## config.mk

```make
export PLATFORM = sky130hd
export DESIGN_NAME = frame_dma_engine
export DESIGN_NICKNAME = d
export VERILOG_FILES = /design/src/hw/frame_dma_pkg.sv /design/src/hw/frame_dma_arbiter.sv /design/src/hw/frame_dma_engine.sv
export VERILOG_INCLUDE_DIRS = /design/src /design/src/hw
export SDC_FILE = /design/constraint.sdc
export NUM_CORES = 1
export LEC_CHECK = 0
export BUFFER_PORTS_ARGS = -buffer_cell sky130_fd_sc_hd__buf_2
export CELL_PAD_IN_SITES_DETAIL_PLACEMENT = 1
export CELL_PAD_IN_SITES_GLOBAL_PLACEMENT = 2
export CORE_ASPECT_RATIO = 0.5
export CORE_MARGIN = 3
export CORE_UTILIZATION = 36
export DETAILED_ROUTE_END_ITERATION = 6
export PLACE_DENSITY_LB_ADDON = 0.1
export SETUP_SLACK_MARGIN = 0.4
export SYNTH_ARGS = -nofsm -noshare
export SYNTH_HDL_FRONTEND = slang
export SYNTH_SLANG_ARGS = --single-unit
```

## constraint.sdc

```tcl
create_clock -name clk_sys -period 8 [get_ports clk_sys]
set_clock_uncertainty 0.1 [all_clocks]
set_input_delay 0.4 -clock clk_sys [delete_from_list [all_inputs] [get_ports clk_sys]]
set_output_delay 0.4 -clock clk_sys [all_outputs]
set_load 0.005 [all_outputs]
```

## src/hw/frame_dma_consts.svh

```systemverilog
// frame dma engine register offsets, field positions and reset values
`ifndef FRAME_DMA_CONSTS_SVH
`define FRAME_DMA_CONSTS_SVH

// ----------------------------------------------------------------------
// register byte offsets, and address bits 7:5 of the channel registers
// ----------------------------------------------------------------------
`define OFS_GLOBAL 8'h00
`define OFS_PORTCFG 8'h04
`define OFS_GAP 8'h08
`define OFS_MANUAL 8'h0c
`define OFS_STATUS 8'h10
`define OFS_CHAN_BASE 3'h1
// ----------------------------------------------------------------------
// field positions
// ----------------------------------------------------------------------
`define GLB_MANUAL 0
`define GLB_WM_LSB 8
`define PCFG_HDR_INS 0
`define PCFG_INJ_HDR 2
`define PCFG_FCS 4
`define PCFG_XTR_OWN 6
`define PCFG_INJ_OWN 8
`define STAT_SOF 16
`define STAT_EOF 17
`define STAT_OFS_LSB 20
// ----------------------------------------------------------------------
// reset values and control block status word offset
// ----------------------------------------------------------------------
`define RST_WM 8'h00
`define RST_PORTCFG 10'h030
`define RST_GAPS 8'h00
`define CB_STATUS_OFS 32'h0000000c

`endif

```

## src/hw/frame_dma_pkg.sv

```systemverilog
// frame dma engine shared types
package frame_dma_pkg;

  // descriptor walker states, one-hot
  typedef enum logic [4:0] {
    ST_IDLE = 5'b00001,
    ST_FETCH = 5'b00010,
    ST_MOVE = 5'b00100,
    ST_STAT = 5'b01000,
    ST_ADV = 5'b10000
  } fsm_t;

endpackage

```

## src/hw/frame_dma_arbiter.sv

```systemverilog
// strict priority channel picker, ties go to the higher channel
`timescale 1ns/1ps
`default_nettype none
module frame_dma_arbiter
  import frame_dma_pkg::*;
#(
  parameter int N = 4,
  parameter int PW = 3
)
(
  // clock for checks only
  input wire logic clk_sys,
  input wire logic rst,
  // requests and their priorities
  input wire logic [N-1:0] req,
  input wire logic [N-1:0][PW-1:0] prio,
  // decision
  output logic gntValid,
  output logic [$clog2(N)-1:0] gnt
);

  logic [PW-1:0] best; // priority of the current pick

  // ascending scan with >= lets a later (higher) channel win a tie
  always_comb
  begin
    gntValid = 1'b0;
    gnt = '0;
    best = '0;
    for (int i = 0; i < N; i++)
    begin
      if (req[i] && (!gntValid || prio[i] >= best))
      begin
        gntValid = 1'b1;
        gnt = i[$clog2(N)-1:0];
        best = prio[i];
      end
    end
  end

  // ----------------------------------------------------------------------
  // checks
  // ----------------------------------------------------------------------
  logic beaten; // some other requester should have won
  always_comb
  begin
    beaten = 1'b0;
    for (int i = 0; i < N; i++)
      if (req[i] && (prio[i] > prio[gnt] || (prio[i] == prio[gnt] && i > int'(gnt))))
        beaten = 1'b1;
  end
endmodule
`default_nettype wire

```

## src/hw/frame_dma_engine.sv

```systemverilog
// frame dma engine: register slave, control block walker and byte mover
`timescale 1ns/1ps
`default_nettype none
// ----------------------------------------------------------------------
// Behaviour
// - four channels, two extract, two inject
// - strict priority among requesting channels
// - equal priority, higher channel number wins
// - header insert enable per extraction port
// - injection header enable per port
// - checksum rewrite on injection unless disabled
// - manual mode serves only requested channels, by priority
// - same control block walk both directions
// - one frame per buffer at most
// - start and end flags in status word
// - frame byte n below byte n+1
// - offset plus length fits in buffer
// - extraction writes computed length back
// - word zero is next pointer, null ends
// - status holds count and byte offset
// - status bit sixteen marks frame start
// ----------------------------------------------------------------------
`include "frame_dma_consts.svh"
module frame_dma_engine
  import frame_dma_pkg::*;
#(
  parameter int PRIO_W = 3
)
(
  // system
  input wire logic clk_sys,
  input wire logic rst,
  // ahb-lite register slave
  input wire logic hsel,
  input wire logic [31:0] haddr,
  input wire logic [1:0] htrans,
  input wire logic hwrite,
  input wire logic [2:0] hsize,
  input wire logic [31:0] hwdata,
  input wire logic hready,
  output logic hreadyout,
  output logic hresp,
  output logic [31:0] hrdata,
  // memory master, one word access per request
  output logic memReq,
  output logic memWrite,
  output logic [31:0] memAddr,
  output logic [31:0] memWdata,
  output logic [3:0] memBe,
  input wire logic [31:0] memRdata,
  input wire logic memAck,
  // extraction byte streams, one per cpu port
  input wire logic [1:0] xtrValid,
  input wire logic [15:0] xtrData,
  input wire logic [1:0] xtrEof,
  output logic [1:0] xtrReady,
  // injection byte stream toward the queues
  output logic [1:0] injValid,
  output logic [7:0] injData,
  output logic injSof,
  output logic injEof,
  input wire logic [1:0] injReady,
  // per-port controls toward the queue system
  output logic [1:0] xtrHeaderInsert,
  output logic [1:0] injHeaderPresent,
  output logic [1:0] injFcsRewrite,
  output logic [3:0] injGap0,
  output logic [3:0] injGap1,
  output logic [7:0] injWatermark
);

  // ----------------------------------------------------------------------
  // state
  // ----------------------------------------------------------------------
  typedef struct packed {
    logic ahbWrite; // write data phase pending
    logic [7:0] ahbAddr; // latched address phase
    logic [31:0] rdata; // read data for the data phase
    logic manual; // manual mode
    logic [7:0] watermark; // injection buffer watermark
    logic [9:0] portCfg; // per-port enables and ownership
    logic [7:0] gaps; // injection gap sizes
    logic [3:0][31:0] head; // current control block per channel
    logic [3:0][PRIO_W-1:0] prio; // channel priority field
    logic [3:0] armed; // channel has a list to walk
    logic [3:0] inFrame; // a frame is open across buffers
    logic [3:0] manualPend; // manual requests not yet served
    fsm_t fsm; // walker state
    logic [1:0] chan; // channel being served
    logic [1:0] idx; // control block word index
    logic [31:0] nextPtr; // fetched next block pointer
    logic [31:0] bufPtr; // fetched buffer pointer
    logic [15:0] size; // buffer size in bytes
    logic [11:0] offset; // frame byte offset in buffer
    logic [15:0] len; // injection byte length
    logic sof; // buffer starts a frame
    logic eof; // buffer ends a frame
    logic [15:0] count; // bytes moved in this buffer
    logic req; // memory request
    logic wr; // memory write
    logic [31:0] addr; // memory address
    logic [31:0] wdata; // memory write data
    logic [3:0] be; // memory byte enables
    logic iValid; // injection byte waiting
    logic [7:0] iData; // injection byte
    logic iSof; // injection byte opens a frame
    logic iEof; // injection byte closes a frame
  } state_t;

  state_t s; // registered state
  state_t next_s; // next state

  // ----------------------------------------------------------------------
  // channel decode and arbitration
  // ----------------------------------------------------------------------
  logic [3:0] want; // channels needing service
  logic [3:0] req; // channels offered to the picker
  logic gntValid; // picker found a channel
  logic [1:0] gnt; // picked channel
  logic port; // cpu port of the served channel
  logic isXtr; // served channel extracts
  logic [15:0] byteIdx; // byte position inside the buffer
  logic [31:0] byteAddr; // memory byte address of that position
  logic [1:0] lane; // byte lane of that position
  logic [7:0] xtrByte; // byte offered by the served port

  // channels 0/1 extract from ports 11/12, 2/3 inject to them
  assign want[0] = s.armed[0] && s.portCfg[`PCFG_XTR_OWN] && xtrValid[0];
  assign want[1] = s.armed[1] && s.portCfg[`PCFG_XTR_OWN+1] && xtrValid[1];
  assign want[2] = s.armed[2] && s.portCfg[`PCFG_INJ_OWN];
  assign want[3] = s.armed[3] && s.portCfg[`PCFG_INJ_OWN+1];

  // manual mode keeps priority: only requested channels may go
  assign req = s.manual ? (want & s.manualPend) : want;

  assign port = s.chan[0];
  assign isXtr = !s.chan[1];
  assign byteIdx = {4'h0, s.offset} + s.count;
  assign byteAddr = s.bufPtr + {16'h0, byteIdx};
  assign lane = byteAddr[1:0];
  assign xtrByte = port ? xtrData[15:8] : xtrData[7:0];

  frame_dma_arbiter #(
    .N(4),
    .PW(PRIO_W)
  ) u_arb (
    .clk_sys(clk_sys),
    .rst(rst),
    .req(req),
    .prio(s.prio),
    .gntValid(gntValid),
    .gnt(gnt)
  );

  // ----------------------------------------------------------------------
  // register read mux
  // ----------------------------------------------------------------------
  function automatic logic [31:0] regRead(input state_t st, input logic [7:0] a);
    logic [31:0] v;
    v = 32'h0;
    if (a[7:5] == `OFS_CHAN_BASE)
      v = a[2] ? 32'(st.prio[a[4:3]]) : st.head[a[4:3]];
    else
      unique case (a)
        `OFS_GLOBAL: v = {16'h0, st.watermark, 7'h0, st.manual};
        `OFS_PORTCFG: v = {22'h0, st.portCfg};
        `OFS_GAP: v = {24'h0, st.gaps};
        `OFS_MANUAL: v = {28'h0, st.manualPend};
        `OFS_STATUS: v = {11'h0, st.fsm, 2'h0, st.chan, st.manualPend, st.inFrame, st.armed};
        default: v = 32'h0; // unmapped reads as zero
      endcase
    return v;
  endfunction

  // ----------------------------------------------------------------------
  // next state
  // ----------------------------------------------------------------------
  always_comb
  begin
    next_s = s;
    // engine first, so a software write in the same cycle wins
    unique case (s.fsm)
      ST_IDLE:
      begin
        if (gntValid)
        begin
          // walk starts at word zero of the current block
          next_s.chan = gnt;
          next_s.idx = 2'h0;
          next_s.req = 1'b1;
          next_s.wr = 1'b0;
          next_s.be = 4'hf;
          next_s.addr = s.head[gnt];
          next_s.manualPend[gnt] = 1'b0;
          next_s.fsm = ST_FETCH;
        end
      end
      ST_FETCH:
      begin
        if (memAck)
        begin
          unique case (s.idx)
            2'h0: next_s.nextPtr = memRdata;
            2'h1: next_s.bufPtr = memRdata;
            2'h2: next_s.size = memRdata[15:0];
            2'h3:
            begin
              next_s.offset = memRdata[31:`STAT_OFS_LSB];
              next_s.len = memRdata[15:0];
              // extraction decides its own flags while moving
              next_s.sof = isXtr ? 1'b0 : memRdata[`STAT_SOF];
              next_s.eof = isXtr ? 1'b0 : memRdata[`STAT_EOF];
            end
          endcase
          next_s.idx = s.idx + 2'h1;
          next_s.addr = s.addr + 32'h4;
          if (s.idx == 2'h3)
          begin
            next_s.req = 1'b0;
            next_s.count = 16'h0;
            next_s.fsm = ST_MOVE;
          end
        end
      end
      ST_MOVE:
      begin
        if (isXtr)
        begin
          if (s.req)
          begin
            if (memAck)
            begin
              // byte stored: it is consumed from the port this cycle
              next_s.req = 1'b0;
              next_s.count = s.count + 16'h1;
              next_s.eof = xtrEof[port];
              next_s.inFrame[s.chan] = !xtrEof[port];
              if (s.count == 16'h0)
                next_s.sof = !s.inFrame[s.chan];
            end
          end
          else if (s.eof || byteIdx >= s.size)
          begin
            // frame ended or buffer full: close it, never mix frames
            next_s.req = 1'b1;
            next_s.wr = 1'b1;
            next_s.be = 4'hf;
            next_s.addr = s.head[s.chan] + `CB_STATUS_OFS;
            next_s.wdata = {s.offset, 2'h0, s.eof, s.sof, s.count};
            next_s.fsm = ST_STAT;
          end
          else if (xtrValid[port])
          begin
            // one byte per access keeps any offset legal
            next_s.req = 1'b1;
            next_s.wr = 1'b1;
            next_s.addr = {byteAddr[31:2], 2'h0};
            next_s.be = 4'h1 << lane;
            next_s.wdata = {4{xtrByte}};
          end
        end
        else
        begin
          if (s.iValid)
          begin
            if (injReady[port])
            begin
              next_s.iValid = 1'b0;
              next_s.count = s.count + 16'h1;
            end
          end
          else if (s.count == s.len)
            next_s.fsm = ST_ADV;
          else if (!s.req)
          begin
            // fetch the word holding the next byte
            next_s.req = 1'b1;
            next_s.wr = 1'b0;
            next_s.addr = {byteAddr[31:2], 2'h0};
            next_s.be = 4'hf;
          end
          else if (memAck)
          begin
            next_s.req = 1'b0;
            next_s.iValid = 1'b1;
            next_s.iData = 8'(memRdata >> {lane, 3'h0});
            next_s.iSof = s.sof && s.count == 16'h0;
            next_s.iEof = s.eof && s.count == s.len - 16'h1;
          end
        end
      end
      ST_STAT:
      begin
        if (memAck)
        begin
          next_s.req = 1'b0;
          next_s.wr = 1'b0;
          next_s.fsm = ST_ADV;
        end
      end
      ST_ADV:
      begin
        // follow the list; a null pointer parks the channel
        next_s.head[s.chan] = s.nextPtr;
        if (s.nextPtr == 32'h0)
          next_s.armed[s.chan] = 1'b0;
        next_s.fsm = ST_IDLE;
      end
    endcase
    // ahb-lite data phase write
    if (s.ahbWrite)
    begin
      if (s.ahbAddr[7:5] == `OFS_CHAN_BASE)
      begin
        if (s.ahbAddr[2])
          next_s.prio[s.ahbAddr[4:3]] = hwdata[PRIO_W-1:0];
        else
        begin
          // new list head; a nonzero pointer arms the channel
          next_s.head[s.ahbAddr[4:3]] = {hwdata[31:2], 2'h0};
          next_s.armed[s.ahbAddr[4:3]] = |hwdata[31:2];
        end
      end
      else
        unique case (s.ahbAddr)
          `OFS_GLOBAL:
          begin
            next_s.manual = hwdata[`GLB_MANUAL];
            next_s.watermark = hwdata[`GLB_WM_LSB +: 8];
          end
          `OFS_PORTCFG: next_s.portCfg = hwdata[9:0];
          `OFS_GAP: next_s.gaps = hwdata[7:0];
          // keep the engine's clear of a served channel; only written bits are set again
          `OFS_MANUAL: next_s.manualPend = next_s.manualPend | hwdata[3:0];
          default: next_s.ahbWrite = 1'b0; // unmapped write ignored
        endcase
    end
    // ahb-lite address phase
    next_s.ahbWrite = hsel && htrans[1] && hready && hwrite;
    next_s.ahbAddr = haddr[7:0];
    if (hsel && htrans[1] && hready && !hwrite)
      next_s.rdata = regRead(s, haddr[7:0]);
  end

  // ----------------------------------------------------------------------
  // registers
  // ----------------------------------------------------------------------
  always_ff @(posedge clk_sys)
  begin
    if (rst)
    begin
      s <= '0;
      s.fsm <= ST_IDLE;
      s.watermark <= `RST_WM;
      s.portCfg <= `RST_PORTCFG;
      s.gaps <= `RST_GAPS;
    end
    else
      s <= next_s;
  end

  // ----------------------------------------------------------------------
  // outputs
  // ----------------------------------------------------------------------
  assign hreadyout = 1'b1; // zero wait states
  assign hresp = 1'b0; // always okay
  assign hrdata = s.rdata;
  assign memReq = s.req;
  assign memWrite = s.wr;
  assign memAddr = s.addr;
  assign memWdata = s.wdata;
  assign memBe = s.be;
  // a byte leaves the port only when its store completes
  assign xtrReady[0] = s.fsm == ST_MOVE && s.chan == 2'd0 && s.req && memAck;
  assign xtrReady[1] = s.fsm == ST_MOVE && s.chan == 2'd1 && s.req && memAck;
  assign injValid[0] = s.iValid && !port;
  assign injValid[1] = s.iValid && port;
  assign injData = s.iData;
  assign injSof = s.iSof;
  assign injEof = s.iEof;
  assign xtrHeaderInsert = s.portCfg[`PCFG_HDR_INS +: 2];
  assign injHeaderPresent = s.portCfg[`PCFG_INJ_HDR +: 2];
  assign injFcsRewrite = s.portCfg[`PCFG_FCS +: 2];
  assign injGap0 = s.gaps[3:0];
  assign injGap1 = s.gaps[7:4];
  assign injWatermark = s.watermark;
endmodule
`default_nettype wire

```

### Word level (Yosys, flattened, before mapping)

Index checks and enable logic that the tools add are counted.

| cells by class | value |
|---|---|
| $add $sub $neg | 7 |
| $lt $le $gt $ge | 12 |
| equal/unequal tests | 39 |
| shift operators | 2 |
| mux-type cells | 112 |
| bitwise operators | 11 |
| reduce and logical (&&, ||, !) cells | 73 |

Operator list:

| operator | count |
|---|---|
| 2-to-1 mux 32 bit | 10 |
| 2-to-1 mux 144 bit | 2 |
| bitwise mux 128 bit | 2 |
| 2-to-1 mux 128 bit | 2 |
| binary-select mux 32 bit (select 2 bit) | 3 |
| 2-to-1 mux 70 bit | 2 |
| 2-to-1 mux 129 bit | 1 |
| demux 32 bit (select 2 bit) | 2 |
| case mux 21 bit (5 select lines) | 1 |
| 2-to-1 mux 34 bit | 3 |
| case mux 32 bit (3 select lines) | 1 |
| 2-to-1 mux 69 bit | 1 |
| 2-to-1 mux 50 bit | 1 |
| 2-to-1 mux 16 bit | 3 |
| 2-to-1 mux 4 bit | 12 |
| 2-to-1 mux 5 bit | 8 |
| case mux 18 bit (2 select lines) | 1 |
| AND reduction 7 bit | 5 |
| 2-to-1 mux 33 bit | 1 |
| adder 32 x 16 -> 32 bit | 1 |
| adder 32 x 3 -> 32 bit (second input constant) | 1 |
| adder 32 x 4 -> 32 bit (second input constant) | 1 |
| equality test 16 bit | 2 |
| equality test 8 x 4 -> 1 bit (second input constant) | 4 |
| 67 further kinds | 186 |

| storage, ports and cells | value |
|---|---|
| register bits after elaboration | 436 |
| bits of input ports | 129 |
| output and inout port bits | 140 |
| word-level logic and storage cells | 294 |

### Depth between registers and ports, before layout

Gate-level depths: netlist of the first run.

| logic depth | value |
|---|---|
| depth in word-level cells | 29 |
| gate-level depth with buffers | 31 |
| gate-level depth less buffers | 25 |

### Modules after synthesis

From an unflattened synthesis of the first run, not the netlist that was laid out.

| second synthesis, totals | value |
|---|---|
| cells, all modules | 3044 |
| area, all modules | 26117.5 sq um |

By module, submodules not included:

| module | instances | cells each | area each (sq um) | seq. area each (sq um) |
|---|---|---|---|---|
| frame_dma_engine | 1 | 2991 | 25729.7 | 8728.4 |
| frame_dma_arbiter | 1 | 53 | 387.9 | 0.0 |

### Worst setup path after synthesis of the first run

OpenSTA, ideal clock, no wires.

| timing | value |
|---|---|
| path type | input port to flip-flop |
| start point | input xtrValid[0] |
| end point | register s, in the netlist memAddr[0] |
| library setup time | 0.116 ns |
| arrival | 5.979 ns |
| data required time | 7.784 ns |
| slack | 1.804 ns |
| stages | 30 |
| path buffers | 6 |
| path through | nand3_1 nor2_1 nand2_1 ha_1 o21ai_0 a21oi_1 o31a_1 clkbuf_1 clkbuf_1 nor2_1 a21oi_1 ha_1 o21ai_0 a21oi_1 a211o_1 clkbuf_1 nand2_1 clkbuf_1 mux2_2 ha_1 nand2b_1 a211oi_1 o22a_1 nor2_1 clkbuf_1 clkbuf_1 a311oi_1 a2bb2oi_1 o221ai_1 o211a_1 |

| on the way | value |
|---|---|
| word-level cells in the longest chain between the ends | 20 |
| elaborated cells on any way between the ends | 34 |
| those cells by class | order compare: 3; eq/ne: 2; mux: 17; bitwise: 1; reduce/logical: 11 |

RTL lines:

| item | line | text |
|---|---|---|
| start: declaration | frame_dma_engine.sv:53 | `input wire logic [1:0] xtrValid,` |
| logical AND 1 bit | frame_dma_engine.sv:128 | `` assign want[0] = s.armed[0] && s.portCfg[`PCFG_XTR_OWN] && xtrValid[0]; `` |
| bitwise AND 4 bit | frame_dma_engine.sv:134 | `assign req = s.manual ? (want & s.manualPend) : want;` |
| 2-to-1 mux 4 bit | frame_dma_engine.sv:134 |  |
| 2-to-1 mux 3 bit / 2-to-1 mux 1 bit (equally long branches) | frame_dma_arbiter.sv:32 | `if (req[i] && (!gntValid \|\| prio[i] >= best))` |
| >= comparator 3 bit / zero test 1 bit (equally long branches) | frame_dma_arbiter.sv:32 |  |
| logical OR 1 bit | frame_dma_arbiter.sv:32 |  |
| logical AND 1 bit | frame_dma_arbiter.sv:32 |  |
| 2-to-1 mux 3 bit / 2-to-1 mux 1 bit (equally long branches) | frame_dma_arbiter.sv:32 |  |
| [4 not listed] | -- |  |
| >= comparator 3 bit / zero test 1 bit (equally long branches) | frame_dma_arbiter.sv:32 |  |
| logical OR 1 bit | frame_dma_arbiter.sv:32 |  |
| logical AND 1 bit | frame_dma_arbiter.sv:32 |  |
| 2-to-1 mux 2 bit | frame_dma_arbiter.sv:32 |  |
| binary-select mux 32 bit (select 2 bit) | frame_dma_engine.sv:193 | `next_s.addr = s.head[gnt];` |
| 2-to-1 mux 32 bit (implied by the code) | frame_dma_engine.sv:193 |  |
| 2-to-1 mux 34 bit | frame_dma_engine.sv:185 | `if (gntValid)` |
| case mux 32 bit (3 select lines) | frame_dma_engine.sv:182 | `unique case (s.fsm)` |
| end signal: assignment | frame_dma_engine.sv:359 | `s <= next_s;` |
| end: declaration | frame_dma_engine.sv:110 | `state_t s;` |

Several ways; a longest one is shown, not always the timed one. The select of a mux whose other input is x is not followed.
A chain may end at the register's enable or synchronous reset.

### Worst setup path after layout of the first run

| timing | value |
|---|---|
| start point | register s[224] (netlist bit) |
| end point | register s, in the netlist memAddr[25] |

| on the way | value |
|---|---|
| word-level cells in the longest chain between the ends | 21 |
| elaborated cells on any way between the ends | 32 |
| those cells by class | order compare: 3; eq/ne: 1; mux: 15; bitwise: 1; reduce/logical: 12 |

RTL lines:

| item | line |
|---|---|
| logical AND 1 bit (*) (2 in series) | frame_dma_engine.sv:128 |
| bitwise AND 4 bit | frame_dma_engine.sv:134 |
| 2-to-1 mux 4 bit (*) | frame_dma_engine.sv:134 |
| 2-to-1 mux 3 bit / 2-to-1 mux 1 bit (equally long branches) | frame_dma_arbiter.sv:32 |
| >= comparator 3 bit / zero test 1 bit (equally long branches) | frame_dma_arbiter.sv:32 |
| logical OR 1 bit | frame_dma_arbiter.sv:32 |
| logical AND 1 bit | frame_dma_arbiter.sv:32 |
| 2-to-1 mux 3 bit / 2-to-1 mux 1 bit (equally long branches) | frame_dma_arbiter.sv:32 |
| [4 not listed] | -- |
| >= comparator 3 bit / zero test 1 bit (equally long branches) | frame_dma_arbiter.sv:32 |
| logical OR 1 bit | frame_dma_arbiter.sv:32 |
| logical AND 1 bit | frame_dma_arbiter.sv:32 |
| 2-to-1 mux 2 bit | frame_dma_arbiter.sv:32 |
| binary-select mux 32 bit (select 2 bit) | frame_dma_engine.sv:193 |
| 2-to-1 mux 32 bit (implied by the code) | frame_dma_engine.sv:193 |
| 2-to-1 mux 34 bit | frame_dma_engine.sv:185 |
| case mux 32 bit (3 select lines) | frame_dma_engine.sv:182 |

Every way passes the cells marked *; elsewhere a longest branch is shown, timed or not. The select of a mux whose other input is x is not followed.

==> flow_summary.json, run 1 <==
{
  "start_util_pct": 36.8,
  "final_cell_count_no_fill": 4141,
  "worstPathArrival_ns": 6.93,
  "cts_tree": "yes",
  "powerDensity_nw_per_um2": 158,
  "root_buffer": "clkbuf_16",
  "grt_max_degree": 213,
  "grt_pass1_vias": 24234,
  "viasPerCell": 5.99,
  "insertion_delay_ns": 0.63,
  "period_minus_slack_ns": 6.53,
  "dieArea_um2": 76800,
  "cts_resized": 0,
  "synth-seq-cells": 436,
  "wirelength_mm": 115,
  "layout-drive-gt1-share_pct": 15.1,
  "antenna_found_initial": 2,
  "pre_cts_ws_ns": 1.43,
  "fin_ws_ns": 1.47,
  "synth_edf_count": 0,
  "fmax_mhz": 153,
  "critical_path.startpoint_type": "flip-flop",
  "ios": 269,
  "peakVddDrop_mv": 0.147,
  "ys_warn_count": 0,
  "cts_setup_buffers": 0,
  "dp_hpwl_mm": 82.2,
  "gp_congestion": 0.863,
  "r2r_setup_slack_ns": 1.47,
  "synth_area_per_cell_um2": 8.40,
  "num-fill-cells": 8454,
  "syn_nets": 3336,
  "num_vias": 24807,
  "hold_viol": 0,
  "criticalPathCategory": "reg2reg",
  "dp_cells": 4030,
  "cts_buffer_depth": 3,
  "netlist_area_um2": 26400,
  "cts_buffers": 45,
  "setup_violations": 0,
  "wire_per_inst_um": 27.7,
  "endpoint_kind": "flip-flop",
  "drtIter0Drc": 2374,
  "yosysUniqueCellTypes": 84,
  "worstMarginPinSlew_ns": 1.34,
  "clkTransAtPathRegs_ns": 0.07,
  "grt-ovfl-total": 0,
  "status": "completed",
  "drv_cap": 0,
  "cp_max_fo": 33,
  "port_buffers": 238,
  "drtAntennaViolNets": 0,
  "relSlewSlack_pct": 10.7,
  "top_usage_layer": "met1",
  "synth-seq-area-share_pct": 33.1,
  "die_w_um": 389,
  "rows": 69,
  "p_total_w": 0.00461,
  "grt_pass1_wl_mm": 169,
  "synthCells": 3143,
  "met2_usage_pct": 44.1,
  "drc": 0,
  "ys_async_sr_fraction_pct": 0,
  "critPathRequiredTime_ns": 8.40,
  "synthToLayoutAreaGrowth_pct": 10.6,
  "nets": 3343,
  "leakagePower_nw": 11.6,
  "grt_use_total_pct": 29.2,
  "met1_usage_pct": 44.2,
  "rsz0062_at_grt": "no",
  "dr.pass1.iters": 6,
  "cts_sinks": 436,
  "core_um2": 71700,
  "drv_slew": 0,
  "tns_ns": 0,
  "fp.dieH_um": 197,
  "diodes": 0,
  "synth_flop_cell": "dfxtp_1",
  "post-route-period-util_pct": 81.6,
  "hold_path.class": "in2reg",
  "grtUsageMet3_pct": 4.57,
  "htreeDepth": 2
}
-- kinds of logic (layout without fill, tap and decap cells) --
group / count (synthesis) / in the layout / share of synthesized area (%)
fa+ha+maj: 64 / 64 / 3.09
simple gates: 1061 / 1061 / 18.3
other cells: 2 / 2 / 0.0285
flops: 436 / 436 / 33.1
mux: 275 / 275 / 14.2
compound gates: 764 / 764 / 19.1
xor+xnor: 123 / 123 / 4.08
buf+inv: 418 / 458 / 8.11
-- per-stage QoR --
step           hold WS [ns]  utilization, %  area (um^2)
6_report             0.0286            40.7        29200
3_3_place_gp          0.344            38.2        27400
3_5_place_dp          0.349            38.2        27400
2_1_floorplan         0.336               -        26400
5_1_grt              0.0211            40.7        29200
4_1_cts             0.00268            40.7        29200
-- cell type report --
type,count,area (um^2),share of cell area [%]
Multi-Input combinational cell,2289,15600,53.5
Sequential cell,436,8730,29.9
Timing Repair Buffer,323,1930,6.61
Clock buffer,64,1310,4.48
Tap cell,958,1200,4.11
Inverter,55,206,0.708
Clock inverter,16,184,0.630
-- flip-flops by register name (all words and copies together), names as in the netlist --
name and flops:
hrdata 32, injData 8, injEof 1, injFcsRewrite 2, injGap0 4, injGap1 4, injHeaderPresent 2, injSof 1
injWatermark 8, memAddr 32, memBe 4, memReq 1, memWdata 32, memWrite 1, port 1, s 301
xtrHeaderInsert 2
-- worst max-delay path, cell delays in order, from the launching register on --
cell and delay, ns:
dfxtp_1 0.40, nand3_1 0.18, nor2_1 0.23, nand2_1 0.11
ha_1 0.28, o21ai_0 0.07, a21oi_1 0.26, o31a_1 0.30
nor2_1 0.08, a21oi_1 0.18, ha_1 0.26, o21ai_0 0.15
a21oi_1 0.09, a211o_1 0.29, nand2_1 0.10, buf_4 0.43
nand2_1 0.09, o21ai_0 0.10, ha_1 0.25, a211oi_1 0.31
o22a_1 0.35, nor2_2 0.11, buf_4 0.31, nor4_4 0.62
a221o_1 0.33, a21oi_1 0.07, a311oi_1 0.29
-- report_power, final --
group	internal, W	leakage, nW	switching, W	total [W]
registers	0.00218	3.51	0.00000545	0.00218
logic	0.0000565	7.30	0.000132	0.000188
clock network	0.00124	0.739	0.00101	0.00224
-- layer usage --
metal  wire, um  vias up  part of all wire, %
li1           -    11320                    -
met1      56100    12564                   49
met2      49100      815                   43
met3       8060      106                  7.0
met4       1610        2                  1.4
met5         13        -                0.011
-- path summary, 6_finish.rpt --
check / to / startpoint / cells past startpoint
worst max register to register: memAddr[25] / s[224] / 26
worst min-delay path: s[257] / hwdata[17] / 3
worst min register to register: s[138] / s[138] / 2
worst max-delay path: memAddr[25] / s[224] / 26
-- synth_stat cells, types with 55 or more instances --
cell type / count / area (um^2)
a211oi_1: 158 / 1190
a21oi_1: 225 / 1130
buf_4: 133 / 998
clkbuf_1: 193 / 724
dfxtp_1: 436 / 8730
ha_1: 62 / 776
inv_1: 55 / 206
mux2i_1: 188 / 1880
mux4_2: 61 / 1370
nand2_1: 316 / 1190
nand3_1: 65 / 325
nor2_1: 385 / 1450
nor3_1: 69 / 345
o21ai_0: 131 / 656
xnor2_1: 62 / 543
xor2_1: 61 / 534
-- what timing repair did --
item                                   4_1_cts  5_1_grt
hold buffers                                31        0
endpoints found under the hold margin       59        0
setup endpoints to repair                    0        0
-- cell usage in the layout (no fill, tap or decap), drive strengths merged, types with 64 or more instances in the layout --
master,n
dfxtp,436
mux2i,188
buf,292
clkbuf,64
nor3,70
nand2,317
mux4,75
o21ai,134
a211oi,159
a21oi,226
nor2,386
nand3,65
Note: power is estimated with default switching activity, not from simulation.
==> inputs of run 2 (changes only) <==
ABC_AREA = 1   (was default)
CORE_UTILIZATION = 30   (was 36)
clock period = 5.7 ns   (was 8 ns; I/O delays follow)
==> flow_summary.json, run 2 <==
{
  "fp.dieH_um": 224,
  "fmax_mhz": 203,
  "clkTransAtPathRegs_ns": 0.07,
  "yosysMostFrequentCell": "nand2_1",
  "cp_max_fo": 27,
  "ios": 269,
  "drc": 0,
  "drv_cap": 0,
  "final_core_util_pct": 35.0,
  "root_buffer": "clkbuf_16",
  "drtIter0Drc": 2622,
  "net-switching-power_w": 0.00183,
  "synthTopCellsByArea": "dfxtp_1 (31%), nand2_1 (13%), nor2_1 (7.9%), o21ai_0 (7.6%), a21oi_1 (6.1%)",
  "hold_path.class": "in2reg",
  "insertion_delay_ns": 0.65,
  "post-route-period-util_pct": 86.4,
  "start_util_pct": 30.5,
  "rows": 79,
  "gp_congestion": 0.889,
  "yosys-top-cells-count": "nand2_1 (987), nor2_1 (597), dfxtp_1 (436), o21ai_0 (430), inv_1 (423)",
  "dp_hpwl_mm": 107,
  "worstPathArrival_ns": 5.33,
  "syn_nets": 4664,
  "pre_cts_ws_ns": 0.349,
  "worstMarginPinSlew_ns": 1.20,
  "dieArea_um2": 98900,
  "synth_flop_cell": "dfxtp_1",
  "critPathRequiredTime_ns": 6.10,
  "synth-seq-cells": 436,
  "grt-ovfl-total": 0,
  "synth_top_area_share_pct": 30.7,
  "internal-power_w": 0.00530,
  "relSlewSlack_pct": 19.4,
  "synth-seq-area-share_pct": 30.7,
  "top_register": "s",
  "synth.largest_area_cell": "dfxtp_1",
  "tns_ns": 0,
  "viasPerCell": 5.43,
  "peakVddDrop_mv": 0.186,
  "rsz0062_at_grt": "no",
  "netlist_area_um2": 28500,
  "ys_async_sr_fraction_pct": 0,
  "synthCells": 4471,
  "criticalPathCategory": "reg2reg",
  "grt_use_total_pct": 28.8,
  "ys_warn_count": 0,
  "num-fill-cells": 12096,
  "power.share.clock_pct": 51.6,
  "grt_max_degree": 109,
  "die_w_um": 442,
  "wire_per_inst_um": 25.1,
  "num_vias": 31838,
  "cts_buffers": 48,
  "grt_pass1_wl_mm": 214,
  "port_buffers": 238,
  "htreeDepth": 2,
  "most-common-layout-cells": "nand2_1 (976), nor2_1 (588), dfxtp_1 (432)",
  "pwr-share-comb_pct": 5.5,
  "antenna_found_initial": 3,
  "nets": 4759,
  "drv_slew": 0,
  "cts_sinks": 436,
  "grt_pass1_vias": 31132,
  "core_um2": 93500,
  "dr.pass1.iters": 5,
  "cts_buffer_depth": 3,
  "hold_viol": 0,
  "cts_tree": "yes",
  "critical_path.startpoint_type": "flip-flop",
  "setup_violations": 0,
  "swShare_pct": 25.7,
  "power_frac_seq_pct": 42.9,
  "synth_area_per_cell_um2": 6.37,
  "fin_ws_ns": 0.773,
  "synthToLayoutAreaGrowth_pct": 14.8,
  "synth_edf_count": 0,
  "layout-drive-gt1-share_pct": 12.1,
  "period_minus_slack_ns": 4.93,
  "yosysUniqueCellTypes": 63,
  "p_total_w": 0.00713,
  "largest_reg_flops": 301,
  "powerDensity_nw_per_um2": 218,
  "wirelength_mm": 147,
  "drtAntennaViolNets": 0,
  "endpoint_kind": "flip-flop",
  "status": "completed",
  "leakagePower_nw": 14.1,
  "final_common_cell": "nand2_1"
}
-- run 2: cell types whose count changed after synthesis, moves of 61 or more --
cell	delta
o21ai_0	+299
nand3_1	+149
o32ai_1	+85
mux2i_1	-181
a21oi_1	+122
inv_1	+368
nor2_1	+212
nand2_1	+671
a211oi_1	-126
mux4_2	-61
-- run 2: worst paths after layout --
path / startpoint / slack (ns) / cells after the start / to
setup reg to reg: s[115] / 0.77 / 22 / memWdata[17]
hold reg to reg: memWrite / 0.36 / 2 / memWrite
hold / removal: memRdata[17] / 0.07 / 3 / s[160]
setup / recovery: s[115] / 0.77 / 22 / memWdata[17]
-- run 2: cell type report --
class | count | area, um^2 | share of cell area, %
Multi-Input combinational cell | 3230 | 16100 | 49.4
Sequential cell | 436 | 8740 | 26.7
Timing Repair Buffer | 410 | 2800 | 8.58
Inverter | 440 | 1660 | 5.08
Tap cell | 1255 | 1570 | 4.80
Clock buffer | 61 | 1350 | 4.13
Clock inverter | 26 | 409 | 1.25
Antenna cell | 2 | 5.00 | 0.0153
-- run 2: cells by family after synthesis --
family                     Yosys count  share of synthesized area (%)
AOI/OAI and AO/OA                 1041                           20.9
xor gates and xnor gates            53                           1.63
adders and majority gates           64                           2.86
buffers and inverters              805                           13.2
DFF                                436                           30.7
muxes                                7                          0.246
other                                2                         0.0264
and+or+nand+nor                   2063                           30.5
-- run 2: metrics by stage --
step,std cells,hold WS (ns),area [um^2]
6_report,5860,0.0746,32700
5_1_grt,5858,0.0748,32700
4_1_cts,5856,0.0335,32500
3_5_place_dp,5688,0.350,30000
3_3_place_gp,5688,0.339,30000
2_1_floorplan,4471,0.292,28500
-- run 2: worst max-delay path, stage by stage, from the launching register on --
cell and delay, ns:
dfxtp_1 0.34, ha_1 0.22, fa_1 0.40, a21oi_1 0.16, o21bai_1 0.13, a21oi_1 0.24, o21ai_0 0.12, a21o_1 0.18
a21boi_0 0.27, nor2_1 0.11, xor2_2 0.20, ha_1 0.32, nand2_1 0.08, nor3_1 0.26, buf_4 0.19, nand3_1 0.11
nand4_1 0.16, buf_12 0.20, nor2_1 0.09, nor2_2 0.24, inv_1 0.16, a21oi_1 0.35, a21oi_1 0.12
-- run 2: what timing repair did --
item | in CTS | in global routing
setup endpoints to repair | 14 | 42
pin swaps | 0 | 3
setup buffers | 0 | 1
hold buffers | 81 | 0
hold endpoints to repair | 219 | 0
gates cloned | 0 | 1
gates resized for setup | 1 | 36
-- run 2: power groups by stage --
stage	registers (W)	clock network (W)	logic (W)
3_3_place_gp	0.00312	0	0.000344
6_report	0.00306	0.00368	0.000395
4_1_cts	0.00306	0.00375	0.000389
5_1_grt	0.00305	0.00387	0.000416
2_1_floorplan	0.00312	0	0.000147
3_5_place_dp	0.00312	0	0.000346
-- run 2: routing by layer --
metal / global-route usage (%) / wire length [um] / up-vias
met5: 0 / 0 / -
met4: 5.68 / 2730 / 0
met3: 4.49 / 10400 / 143
met2: 44.1 / 62400 / 961
met1: 42.6 / 71800 / 15855
li1: - / - / 14879
